<file path="config.mk">
export PLATFORM = sky130hd
export DESIGN_NAME = supply_mode_supervisor
export DESIGN_NICKNAME = d
export VERILOG_FILES = /design/src/hw/supply_mode_pkg.sv /design/src/hw/supply_mode_supervisor.sv /design/src/hw/bus_failure_map.sv
export VERILOG_INCLUDE_DIRS = /design/src /design/src/hw
export SDC_FILE = /design/constraint.sdc
export NUM_CORES = 1
export LEC_CHECK = 0
export BUFFER_PORTS_ARGS = -buffer_cell sky130_fd_sc_hd__buf_2
export CAP_MARGIN = 5
export CORE_UTILIZATION = 63
export DETAILED_ROUTE_END_ITERATION = 8
export GPL_TIMING_DRIVEN = 0
export PLACE_DENSITY = 0.85
export SYNTH_ARGS = -nofsm -noshare
export SYNTH_HDL_FRONTEND = slang
export SYNTH_SLANG_ARGS = --single-unit
</file>
<file path="constraint.sdc">
create_clock -name clk -period 5.1 [get_ports clk]
set_input_delay 0.765 -clock clk [delete_from_list [all_inputs] [get_ports clk]]
set_output_delay 0.765 -clock clk [all_outputs]
set_load 0.005 [all_outputs]
</file>
<file path="src/hw/supply_mode_cfg.svh">
// Constants for the supply and CAN mode supervisor: codes and timing counts.
// Assumes a 10 MHz core clock; times are given in microseconds.
`ifndef SUPPLY_MODE_CFG_SVH
`define SUPPLY_MODE_CFG_SVH
`define CLK_MHZ            10
`define RESET_HOLD_US      1000
`define RESET_HOLD_CYC     (`RESET_HOLD_US * `CLK_MHZ)
`define V1_FAIL_US         100000
`define V1_FAIL_CYC        (`V1_FAIL_US * `CLK_MHZ)
`define CONFIG_WAIT_US     75000
`define CONFIG_WAIT_CYC    (`CONFIG_WAIT_US * `CLK_MHZ)
`define CMD_NONE           3'h0
`define CMD_WD_TIMING      3'h1
`define CMD_NORMAL         3'h2
`define CMD_STANDBY        3'h3
`define CMD_SLEEP          3'h4
`define CMD_EMERGENCY      3'h5
`define CMD_XCVR           3'h6
`define XCVR_LOW_POWER     2'h0
`define XCVR_FULL_DUPLEX   2'h1
`define XCVR_LISTEN_ONLY   2'h2
`define FAIL_W             8
`endif

</file>
<file path="src/hw/supply_mode_pkg.sv">
// Types shared by the supply and CAN mode supervisor.
// Assumes supply_mode_cfg.svh is on the include path.
`include "supply_mode_cfg.svh"
package supply_mode_pkg;
	typedef enum logic [5:0] {
		ST_RESET   = 6'h01,
		ST_AWAIT   = 6'h02,
		ST_NORMAL  = 6'h04,
		ST_STANDBY = 6'h08,
		ST_SLEEP   = 6'h10,
		ST_EMERG   = 6'h20
	} chip_mode_t;

	typedef struct packed {
		logic [2:0] cmd;
		logic       v3_on;
		logic [1:0] xcvr;
	} spi_frame_t;

	typedef struct packed {
		logic high_term_ground_switch;
		logic low_term_supply_switch;
		logic low_term_battery_switch;
		logic canh_drv_en;
		logic canl_drv_en;
		logic rx_en;
		logic tx_en;
		logic full_detect_en;
	} xcvr_ctl_t;

	typedef struct packed {
		logic logic_supply_regulator;
		logic transceiver_supply_regulator;
		logic switched_battery_output;
	} supply_en_t;
endpackage

</file>
<file path="src/hw/supply_mode_supervisor.sv">
// Operating-mode supervisor: chip modes, supply enables, CAN transceiver mode.
// Assumes decoded SPI frames from same-clock logic, pins and analog flags
// from outside the clock domain, and a 10 MHz clock.
// Operation
// - Failure 3 or 8: open high switch, CANH off
// - Failure 4, 6, 7: open low switches, CANL off
// - Failures 1, 2, 5 change nothing
// - Full duplex: transmit, receive, full detection
// - Listen only: no transmit, receive low on TX/dominant
// - Low power: drivers off, low term to battery
// - Reset mode at least 1ms, then await config
// - Logic supply failing 100ms: version-dependent exit
// - Await config: only logic regulator on
// - No SPI within 75ms: go to sleep
// - Watchdog timing word starts watchdog, enters normal
// - Await config ignores commands except watchdog timing and emergency
// - Normal: both regulators, transceiver regulator off on overload, switched output as commanded
// - Normal: watchdog timeout or undervoltage resets host
// - Standby: logic on, transceiver off, watchdog runs
// - Standby exits on timeout, undervoltage, external reset
// - Sleep: regulators off; wake-ups go to reset mode
// - Sleep entered by command, config timeout, or (version A) logic supply failing 100ms in reset mode
// - Emergency: all supplies off; exit on battery loss
// - Transceiver low power outside normal mode
// - Transceiver regulator off forces low power, sticky
`timescale 1ns/100ps
`include "supply_mode_cfg.svh"
module supply_mode_supervisor #(
	parameter int  RESET_HOLD_CYC  = `RESET_HOLD_CYC,
	parameter int  V1_FAIL_CYC     = `V1_FAIL_CYC,
	parameter int  CONFIG_WAIT_CYC = `CONFIG_WAIT_CYC,
	parameter bit  VERSION_A       = 1'b1,
	parameter int  FAIL_W          = `FAIL_W
) (
	input  wire logic                       clk,
	input  wire logic                       resetn,
	input  wire logic                       frame_end,
	input  wire supply_mode_pkg::spi_frame_t frame,
	input  wire logic                       wd_fault,
	input  wire logic                       logic_supply_low,
	input  wire logic                       xcvr_supply_overload,
	input  wire logic                       battery_loss_detection,
	input  wire logic                       host_reset_in,
	input  wire logic                       wake_can,
	input  wire logic                       wake_cyclic,
	input  wire logic                       wake_permanent,
	input  wire logic                       wake_forced,
	input  wire logic                       wake_spi,
	input  wire logic                       tx_in,
	input  wire logic                       bus_dominant,
	input  wire logic [FAIL_W-1:0]          failure,
	output logic                            rx_out,
	output logic                            host_reset_line_o,
	output logic                            host_reset_line_oe,
	output logic                            watchdog_run,
	output supply_mode_pkg::chip_mode_t     mode,
	output logic [1:0]                      xcvr_mode,
	output supply_mode_pkg::supply_en_t     supply_en,
	output supply_mode_pkg::xcvr_ctl_t      xcvr_ctl,
	output logic                            bus_wake_detect_en
);
	localparam int SYNC_W = 11;

	typedef struct packed {
		logic [SYNC_W-1:0]           in_s1;
		logic [SYNC_W-1:0]           in_s2;
		supply_mode_pkg::chip_mode_t mode;
		logic [23:0]                 hold_cnt;
		logic [23:0]                 fail_cnt;
		logic                        wd_active;
		logic                        v3_cmd;
		logic [1:0]                  xcvr;
		logic                        host_rst;
		logic                        rx;
	} state_t;

	state_t s_q;
	state_t s_d;
	logic   rst_n;
	logic   open_high_term;
	logic   open_low_term;
	logic   canh_off;
	logic   canl_off;

	// Reset release stages, kept apart because they run on the raw reset
	logic [1:0] rst_sync_q;

	// Synchronised copies of the pin and analog inputs
	logic       wdf;
	logic       v1_low;
	logic       v2_ovl;
	logic       bat_loss;
	logic       ext_rst;
	logic       wk_any;
	logic       tx_s;
	logic       dom_s;
	logic       bus_dominant_s1;
	logic       bus_dominant_s;

	function automatic logic timer_done(input logic [23:0] cnt, input int limit);
		timer_done = (cnt >= 24'(limit - 1));
	endfunction

	// Reset release synchroniser
	always_ff @(posedge clk or negedge resetn) begin
		if (!resetn) begin
			rst_sync_q <= 2'h0;
		end else begin
			rst_sync_q <= {rst_sync_q[0], 1'b1};
		end
	end
	assign rst_n = rst_sync_q[1];

	assign wdf      = s_q.in_s2[0];
	assign v1_low   = s_q.in_s2[1];
	assign v2_ovl   = s_q.in_s2[2];
	assign bat_loss = s_q.in_s2[3];
	assign ext_rst  = s_q.in_s2[4];
	assign wk_any   = |s_q.in_s2[9:5];
	assign tx_s     = s_q.in_s2[10];
	assign dom_s    = bus_dominant_s;

	always_ff @(posedge clk or negedge rst_n) begin
		if (!rst_n) begin
			bus_dominant_s1 <= 1'b0;
			bus_dominant_s  <= 1'b0;
		end else begin
			bus_dominant_s1 <= bus_dominant;
			bus_dominant_s  <= bus_dominant_s1;
		end
	end

	logic [FAIL_W-1:0] fail_s1, fail_s;

	always_ff @(posedge clk or negedge rst_n) begin
		if (!rst_n) begin
			fail_s1 <= '0;
			fail_s  <= '0;
		end else begin
			fail_s1 <= failure;
			fail_s  <= fail_s1;
		end
	end

	always_comb begin
		s_d        = s_q;
		s_d.in_s1  = {tx_in, wake_spi, wake_forced, wake_permanent, wake_cyclic, wake_can,
		              host_reset_in, battery_loss_detection, xcvr_supply_overload,
		              logic_supply_low, wd_fault};
		s_d.in_s2  = s_q.in_s1;
		s_d.host_rst = 1'b0;
		s_d.hold_cnt = s_q.hold_cnt + 24'h000001;
		unique case (s_q.mode)
			supply_mode_pkg::ST_RESET: begin
				s_d.host_rst = 1'b1;
				s_d.wd_active = 1'b0;
				s_d.fail_cnt = v1_low ? s_q.fail_cnt + 24'h000001 : 24'h000000;
				if (v1_low && timer_done(s_q.fail_cnt, V1_FAIL_CYC)) begin
					if (VERSION_A) begin
						s_d.mode = supply_mode_pkg::ST_SLEEP;
						s_d.hold_cnt = 24'h000000;
					end
				end else if (!v1_low && timer_done(s_q.hold_cnt, RESET_HOLD_CYC)) begin
					s_d.mode = supply_mode_pkg::ST_AWAIT;
					s_d.hold_cnt = 24'h000000;
					s_d.v3_cmd = 1'b0;
					s_d.xcvr = `XCVR_LOW_POWER;
				end
			end
			supply_mode_pkg::ST_AWAIT: begin
				if (frame_end && frame.cmd == `CMD_EMERGENCY) begin
					s_d.mode = supply_mode_pkg::ST_EMERG;
				end else if (frame_end && frame.cmd == `CMD_WD_TIMING) begin
					s_d.mode = supply_mode_pkg::ST_NORMAL;
					s_d.wd_active = 1'b1;
				end else if (v1_low) begin
					s_d.mode = supply_mode_pkg::ST_RESET;
					s_d.hold_cnt = 24'h000000;
				end else if (timer_done(s_q.hold_cnt, CONFIG_WAIT_CYC)) begin
					s_d.mode = supply_mode_pkg::ST_SLEEP;
				end
			end
			supply_mode_pkg::ST_NORMAL, supply_mode_pkg::ST_STANDBY: begin
				if (wdf || v1_low || (s_q.mode == supply_mode_pkg::ST_STANDBY && ext_rst)) begin
					s_d.mode = supply_mode_pkg::ST_RESET;
					s_d.hold_cnt = 24'h000000;
					s_d.fail_cnt = 24'h000000;
				end else if (frame_end) begin
					unique case (frame.cmd)
						`CMD_NORMAL:    s_d.mode = supply_mode_pkg::ST_NORMAL;
						`CMD_STANDBY:   s_d.mode = supply_mode_pkg::ST_STANDBY;
						`CMD_SLEEP:     s_d.mode = supply_mode_pkg::ST_SLEEP;
						`CMD_EMERGENCY: s_d.mode = supply_mode_pkg::ST_EMERG;
						default:        s_d.mode = s_q.mode;
					endcase
					if (frame.cmd == `CMD_NORMAL || frame.cmd == `CMD_STANDBY) begin
						s_d.v3_cmd = frame.v3_on;
					end
					if (frame.cmd == `CMD_XCVR && s_q.mode == supply_mode_pkg::ST_NORMAL) begin
						s_d.xcvr = frame.xcvr;
					end
				end
				if (s_d.mode != supply_mode_pkg::ST_NORMAL || v2_ovl) begin
					s_d.xcvr = `XCVR_LOW_POWER;
				end
				s_d.hold_cnt = 24'h000000;
			end
			supply_mode_pkg::ST_SLEEP: begin
				s_d.wd_active = 1'b0;
				s_d.xcvr = `XCVR_LOW_POWER;
				if (wk_any) begin
					s_d.mode = supply_mode_pkg::ST_RESET;
					s_d.hold_cnt = 24'h000000;
					s_d.fail_cnt = 24'h000000;
				end
			end
			supply_mode_pkg::ST_EMERG: begin
				s_d.wd_active = 1'b0;
				s_d.xcvr = `XCVR_LOW_POWER;
				if (bat_loss) begin
					s_d.mode = supply_mode_pkg::ST_RESET;
					s_d.hold_cnt = 24'h000000;
					s_d.fail_cnt = 24'h000000;
				end
			end
			default: begin
				s_d.mode = supply_mode_pkg::ST_RESET;
			end
		endcase
		// Listen only: receive line low on local transmit or dominant bus
		s_d.rx = !(s_q.xcvr == `XCVR_LISTEN_ONLY ? (!tx_s || dom_s) : dom_s);
	end

	always_ff @(posedge clk or negedge rst_n) begin
		if (!rst_n) begin
			s_q.in_s1    <= '0;
			s_q.in_s2    <= '0;
			s_q.mode     <= supply_mode_pkg::ST_RESET;
			s_q.hold_cnt <= 24'h000000;
			s_q.fail_cnt <= 24'h000000;
			s_q.wd_active <= 1'b0;
			s_q.v3_cmd   <= 1'b0;
			s_q.xcvr     <= `XCVR_LOW_POWER;
			s_q.host_rst <= 1'b1;
			s_q.rx       <= 1'b1;
		end else begin
			s_q.in_s1    <= s_d.in_s1;
			s_q.in_s2    <= s_d.in_s2;
			s_q.mode     <= s_d.mode;
			s_q.hold_cnt <= s_d.hold_cnt;
			s_q.fail_cnt <= s_d.fail_cnt;
			s_q.wd_active <= s_d.wd_active;
			s_q.v3_cmd   <= s_d.v3_cmd;
			s_q.xcvr     <= s_d.xcvr;
			s_q.host_rst <= s_d.host_rst;
			s_q.rx       <= s_d.rx;
		end
	end

	bus_failure_map #(
		.FAIL_W(FAIL_W)
	) u_fail (
		.clk           (clk),
		.rst_n         (rst_n),
		.failure       (fail_s),
		.open_high_term(open_high_term),
		.open_low_term (open_low_term),
		.canh_off      (canh_off),
		.canl_off      (canl_off)
	);

	logic active_bus;
	assign active_bus = (s_q.xcvr != `XCVR_LOW_POWER);

	always_comb begin
		// Supplies per chip mode
		supply_en.logic_supply_regulator = s_q.mode inside {supply_mode_pkg::ST_RESET,
			supply_mode_pkg::ST_AWAIT, supply_mode_pkg::ST_NORMAL,
			supply_mode_pkg::ST_STANDBY};
		supply_en.transceiver_supply_regulator =
			(s_q.mode == supply_mode_pkg::ST_NORMAL) && !v2_ovl;
		supply_en.switched_battery_output = s_q.v3_cmd &&
			(s_q.mode inside {supply_mode_pkg::ST_NORMAL, supply_mode_pkg::ST_STANDBY});
		// Transceiver actions per bus mode
		xcvr_ctl.tx_en = (s_q.xcvr == `XCVR_FULL_DUPLEX);
		xcvr_ctl.rx_en = active_bus;
		xcvr_ctl.full_detect_en = active_bus;
		xcvr_ctl.canh_drv_en = xcvr_ctl.tx_en && !canh_off;
		xcvr_ctl.canl_drv_en = xcvr_ctl.tx_en && !canl_off;
		xcvr_ctl.high_term_ground_switch = !open_high_term;
		xcvr_ctl.low_term_supply_switch = active_bus && !open_low_term;
		xcvr_ctl.low_term_battery_switch = !active_bus && !open_low_term;
	end

	// Partial detection of failures 3, 4, 7, 8 stays in the external detector
	assign bus_wake_detect_en = !active_bus;
	assign mode               = s_q.mode;
	assign xcvr_mode          = s_q.xcvr;
	assign watchdog_run       = s_q.wd_active;
	assign rx_out             = s_q.rx;
	assign host_reset_line_o  = 1'b0;
	assign host_reset_line_oe = s_q.host_rst;
endmodule

</file>
<file path="src/hw/bus_failure_map.sv">
// Maps detected bus failures to termination switch and driver actions.
// Assumes failure flags arrive synchronised; bit n-1 is failure type n.
`timescale 1ns/100ps
`include "supply_mode_cfg.svh"
module bus_failure_map #(
	parameter int FAIL_W = `FAIL_W
) (
	input  wire logic              clk,
	input  wire logic              rst_n,
	input  wire logic [FAIL_W-1:0] failure,
	output logic                   open_high_term,
	output logic                   open_low_term,
	output logic                   canh_off,
	output logic                   canl_off
);
	logic [3:0] act_d;
	logic [3:0] act_q;

	always_comb begin
		act_d[0] = failure[2] | failure[7];
		act_d[2] = act_d[0];
		act_d[1] = failure[3] | failure[5] | failure[6];
		act_d[3] = act_d[1];
		// Failures 1, 2 and 5 take no part in any action
	end

	always_ff @(posedge clk or negedge rst_n) begin
		if (!rst_n) begin
			act_q <= 4'h0;
		end else begin
			act_q <= act_d;
		end
	end

	assign open_high_term = act_q[0];
	assign open_low_term  = act_q[1];
	assign canh_off       = act_q[2];
	assign canl_off       = act_q[3];
endmodule

</file>
==> results of run 1 <==
==> cells in the final DEF, fill, tap and decap left out, types with 3 or more instances in the layout <==
cell type,count
dfstp_2,3
nand2_1,42
inv_1,13
clkbuf_8,9
nor2_2,20
o22ai_1,3
o21ai_1,32
clkbuf_1,9
a21oi_1,16
buf_6,5
nand3_1,23
and3_1,12
o31ai_1,9
buf_2,52
nor2_1,51
or3_1,3
a31oi_1,5
buf_4,13
nand4_1,11
nor2b_1,9
dfrtp_1,94
xor2_1,10
o21ai_0,10
nor4_1,6
xnor2_1,16
nor3_1,12
==> power by group through the flow <==
stage | clock network, mW | logic (mW) | registers (mW)
2_1_floorplan | 0 | 0.159 | 0.878
3_3_place_gp | 0 | 0.210 | 0.888
3_5_place_dp | 0 | 0.229 | 0.885
4_1_cts | 0.459 | 0.232 | 0.869
5_1_grt | 0.487 | 0.253 | 0.877
6_report | 0.453 | 0.232 | 0.870
==> metrics by stage <==
stage	hold WS, ns	area, um^2	util, %	std cells
floorplan	0.331	4750	-	485
global placement	0.331	5110	70.4	631
detailed placement	0.336	5140	70.8	632
CTS	0.149	5310	73.2	648
global route	0.146	5310	73.2	648
finish	0.158	5310	73.2	648
==> logic make-up after synthesis <==
family	count (synthesis)	share of synthesized area [%]
AO/OA/AOI/OAI	101	13.8
AND/OR/NAND/NOR	212	23.5
other	2	0.158
buffers and inverters	44	5.43
flip-flops	98	51.7
XOR/XNOR	26	4.80
adder cells (fa/ha/maj)	2	0.527
==> registers in the layout, summed over array words and instances, names as in the netlist, 2 cells and up <==
register      flops
u_fail.act_q      2
mode              6
s_d              11
fail_s            5
s_q              58
fail_s1           5
rst_sync_q        2
xcvr_mode         2
==> layer usage <==
| layer | up-vias | part of all wire (%) |
|---|---|---|
| met5 | - | 0 |
| met4 | 0 | 2.2 |
| met3 | 25 | 5.7 |
| met2 | 136 | 51 |
| met1 | 1885 | 42 |
| li1 | 1806 | - |
==> layout make-up <==
class | count | area, um^2
well taps | 99 | 124
plain buffers | 30 | 205
multi-input cells | 343 | 2030
fillers | 521 | 1940
flip-flops and latches | 98 | 2460
clock inverters | 5 | 38.8
clock buffers | 11 | 131
inverters | 14 | 52.6
repair buffers | 48 | 263
==> worst max path at each step <==
| stage | from | to | slack [ns] | depth (start not counted) |
|---|---|---|---|---|
| global placement | rst_sync_q[1] | s_q[19] | 1.26 | 0 |
| CTS | mode[4] | supply_en[0] | 2.34 | 4 |
| floorplan | rst_sync_q[1] | bat_loss | 2.17 | 0 |
| detailed placement | s_q[30] | s_q[51] | 2.60 | 8 |
| global route | mode[4] | supply_en[0] | 2.24 | 4 |
| finish | mode[4] | supply_en[0] | 2.29 | 4 |
==> results.ini, run 1 <==
[timing]
grt_setup_unrepaired = no
setup_viol = 0
slew_headroom_pct = 46.4
final_hold_viol_count = 0
setup_slack_ns = 2.29
fin_setup_tns_ns = 0
skew_ns = 0.0151
finalCritPeriodShare_pct = 55.0
fmaxAchievable_ghz = 0.356
fin_crit_ns = 2.81
worst_pin_slew_ns = 0.798
maxSlewViolCount = 0

[cts]
cts.clk_slew.worst_paths_ns = 0.10
numClockSinks = 98
insertion_delay_ns = 0.37
htreeDepth = 3
cts_tree = built
clockRootBuffer = clkbuf_8
post_cts_buffers = 0
clk_path_buf_depth = 2
cts_hold_buffers = 0
cts_inserted_buffers = 9
cts.repair.resized = 0

[drt]
dr_total_vias = 3852
wl_per_cell_um = 16.0
routed_wl_mm = 10.3
drc = 0
first_pass_iters = 5
ant_nets = 0
first_iter_violations = 221
vias_per_cell = 5.94

[floorplanning]
die_h_um = 88.8
core_um2 = 7250
die-area_um2 = 7890
io_pins = 53
rows = 31
start_util_pct = 65.5
die_width_um = 88.8

[power_and_ir_drop]
pwr_density_cell_nw_per_um2 = 293
max-vdd-ir-drop_uv = 191
comb_power_share_pct = 14.9
internal_power_mw = 1.09
swShare_pct = 29.7
switchingPower_mw = 0.462
pwr-share-clk_pct = 29.1
p_seq_share_pct = 55.9
p_leak_nw = 2.38
power_mw = 1.56

[final_layout]
antennaDiodeCount = 0
finalNetCount = 575
area_growth_pct = 11.8
drive_gt1_share_pct = 22.4

[global_route]
antenna_found_initial = 0
grt.total_usage_pct = 27.7
grt_max_degree = 50
global_route.usage.met3_pct = 5.22
grt-ovfl-total = 0
met2_usage_pct = 46.3
grt_pass1_wl_mm = 16.4
use_met1_pct = 35.3
grt_pass1_vias = 3587
grt.busiest_layer = met2

[critical_path]
slowest_stage = nor4_2
cp_max_fo = 10
critPathRequiredTime_ns = 4.34
worst_ep_arrival_time_ns = 2.04
cpPeakStageDelay_ns = 0.67
path_cells = buf_6 > nor4_2 > and3_1 > buf_2
crit_buf_inv = 2
path_class = reg2out
r2r_slack_ns = 2.57
end_kind = output port
reg2regPathDepth = 7
cp-start-kind = flip-flop
critical_path.top_delay_family = simple AND/OR/NAND/NOR gates
reg2reg_from = mode[4]
r2r-end = xcvr_mode[1]

[synth]
synth-async-reset-ratio_pct = 100
netlist_area_um2 = 4750
yosysUniqueCellTypes = 66
yosys-top-cells-count = dfrtp_1, nor2_1, nand2_1, o21ai_1, nand3_1
yosysTopAreaCell = dfrtp_1
synth_most_common_cell = dfrtp_1
netlist_instances = 485
syn_avg_cell_area_um2 = 9.79
ys_warn_count = 0
ys_seq_area_share_pct = 51.7
yosys-top-cells-area = dfrtp_1, nor2_1, o21ai_1, nand2_1, xnor2_1
synth_edf_count = 0
synth_seq_cells = 98
yosysTopAreaCellShare_pct = 50.1
synth_ff_type = dfrtp_1
synth_nets = 516

[placement]
place_congestion = 0.947
hpwlAfterDp_mm = 7.21
port_buffers = 47
dp_slack_ns = 2.60

[outcome]
status = finished, final reports clean

[worst_hold_path]
hold_path_class = in2async

[flow_run]
max-cap-violations = 0

(Power assumes the default switching activity.)
==> run 2, diff against run 1 <==
Settings changed: CORE_UTILIZATION 63 to 53, PLACE_DENSITY 0.85 to 0.76.
Clock period 5.1 ns to 2.5 ns, I/O delays scaled along.
==> results.ini, run 2 (synthesis results as in run 1) <==
[outcome]
status = finished, final reports clean

[floorplanning]
io_pins = 53  ; unchanged
die_width_um = 96.7  ; +8.8%
core_um2 = 8680  ; +20%
rows = 34  ; +9.7%
die-area_um2 = 9340  ; +18%
die_h_um = 96.7  ; +8.8%
start_util_pct = 54.7  ; -11 points

[cts]
clockRootBuffer = clkbuf_8
numClockSinks = 98  ; unchanged
htreeDepth = 3  ; unchanged
cts.clk_slew.worst_paths_ns = 0.11  ; about the same
insertion_delay_ns = 0.38  ; about the same
clk_path_buf_depth = 2  ; unchanged
cts_tree = built
cts_inserted_buffers = 9  ; unchanged

[global_route]
grt_pass1_wl_mm = 17.2  ; +4.5%
grt-ovfl-total = 0  ; unchanged
grt_pass1_vias = 3670  ; +2.3%
grt_max_degree = 58  ; +16%
antenna_found_initial = 0  ; unchanged
grt.total_usage_pct = 22.9  ; -4.9 points

[drt]
first_pass_iters = 5  ; unchanged
wl_per_cell_um = 15.0  ; -6.1%
first_iter_violations = 218  ; -1.4%
drc = 0  ; unchanged
ant_nets = 0  ; unchanged
dr_total_vias = 3777  ; -1.9%
vias_per_cell = 5.71  ; -3.9%
routed_wl_mm = 9.91  ; -4.2%

[power_and_ir_drop]
pwr_density_cell_nw_per_um2 = 610  ; +110%
swShare_pct = 31.2  ; +1.5 points
power_mw = 3.31  ; +110%
max-vdd-ir-drop_uv = 342  ; +79%
internal_power_mw = 2.28  ; +110%
p_leak_nw = 2.42  ; +1.7%
pwr-share-clk_pct = 31.5  ; +2.4 points
p_seq_share_pct = 53.6  ; -2.3 points
comb_power_share_pct = 15.0  ; about the same
switchingPower_mw = 1.03  ; +120%

[critical_path]
end_kind = flip-flop
cp_max_fo = 10  ; unchanged
slowest_stage = or4b_1
cpPeakStageDelay_ns = 0.56  ; -0.11 ns
cp-start-kind = flip-flop
critical_path.top_delay_family = compound AO/OA/AOI/OAI gates
path_class = reg2reg
worst_ep_arrival_time_ns = 2.74  ; +0.70 ns
crit_buf_inv = 2  ; unchanged
critPathRequiredTime_ns = 2.81  ; -1.53 ns
path_cells = ha_2 > a311oi_2 > a2111oi_2 > or4b_1 > o211ai_2 > a211oi_4 > buf_4 > buf_6 > nor2_2

[final_layout]
finalNetCount = 579  ; +0.70%
final_cell_area_um2 = 5420  ; +2.1%
antennaDiodeCount = 0  ; unchanged
drive_gt1_share_pct = 23.9  ; +1.5 points
area_growth_pct = 14.2
mostFrequentLayoutCell = dfrtp_1
fillerInstances = 744  ; +43%
largest_reg_flops = 58  ; unchanged
final_cell_mix = dfrtp_1, buf_2, nor2_1
regMostFlops = s_q

[timing]
fin_crit_ns = 2.43
fin_setup_tns_ns = 0  ; unchanged
maxSlewViolCount = 0  ; unchanged
setup_slack_ns = 0.0689  ; -2.23 ns
final_hold_viol_count = 0  ; unchanged
setup_viol = 0  ; unchanged
whs_ns = 0.0971  ; -0.0611 ns
finalCritPeriodShare_pct = 97.2
skew_ns = 0.0223  ; +0.00719 ns
worst_pin_slew_ns = 0.759  ; -0.0382 ns
fmaxAchievable_ghz = 0.411
slew_headroom_pct = 49.2  ; +2.8 points

[placement]
place_area_um2 = 5150  ; +0.22%
hpwlAfterDp_mm = 6.92  ; -4.1%
dp_slack_ns = -0.0186  ; -2.62 ns
place_congestion = 0.890  ; -6.0%
port_buffers = 47  ; unchanged

[worst_hold_path]
hold_path_class = in2reg

[flow_run]
max-cap-violations = 0  ; unchanged

## run 2: path summary, 6_finish.rpt
| kind | startpoint | end | slack, ns | cells after the start |
|---|---|---|---|---|
| setup / recovery | s_q[30] | s_q[36] | 0.07 | 9 |
| hold / removal | host_reset_in | s_d[64] | 0.1 | 1 |
| setup reg to reg | s_q[30] | s_q[36] | 0.07 | 9 |
| hold reg to reg | rst_sync_q[1] | u_fail.act_q[1] | 0.32 | 0 |
| max in group asynchronous | rst_sync_q[1] | host_reset_line_oe | 1.49 | 1 |
| min in group asynchronous | rst_sync_q[1] | u_fail.act_q[1] | 0.32 | 0 |
## run 2: power by group through the flow
stage                     logic (mW)  clock network (mW)  registers, mW
after floorplan                0.325                   0           1.79
after global placement         0.434                   0           1.81
after detailed placement       0.473                   0           1.80
after CTS                      0.480                1.06           1.77
after global routing           0.546                1.12           1.78
final                          0.495                1.04           1.77
## run 2: area by class of cell
type / count / area, um^2 / area share [%]
Sequential cell: 98 / 2460 / 45.4
Multi-Input combinational cell: 343 / 2060 / 38.1
Timing Repair Buffer: 52 / 295 / 5.45
Buffer: 30 / 205 / 3.78
Tap cell: 108 / 135 / 2.49
Clock buffer: 9 / 124 / 2.28
Clock inverter: 7 / 86.3 / 1.59
Inverter: 14 / 52.6 / 0.969
## run 2: stage by stage
step | std cells | utilization (%)
6_report | 661 | 62.5
5_1_grt | 661 | 62.5
4_1_cts | 658 | 62.0
3_5_place_dp | 641 | 59.3
3_3_place_gp | 640 | 59.0
2_1_floorplan | 485 | -
## run 2: per-layer routing
layer | vias to the layer above | global-route usage [%] | wire (um)
met5 | - | 0 | 0
li1 | 1819 | - | -
met4 | 0 | 9.64 | 139
met2 | 124 | 37.5 | 4900
met3 | 12 | 3.03 | 466
met1 | 1822 | 30.7 | 4400
## run 2: what timing repair did
| action | in CTS | in global routing |
|---|---|---|
| resized for setup | 2 | 3 |
| endpoints found under the setup margin | 20 | 25 |
| pin swaps | 0 | 2 |
| cloned | 0 | 0 |
| hold endpoints to repair | 2 | 0 |
| buffers inserted | 0 | 3 |
| hold buffers | 1 | 0 |
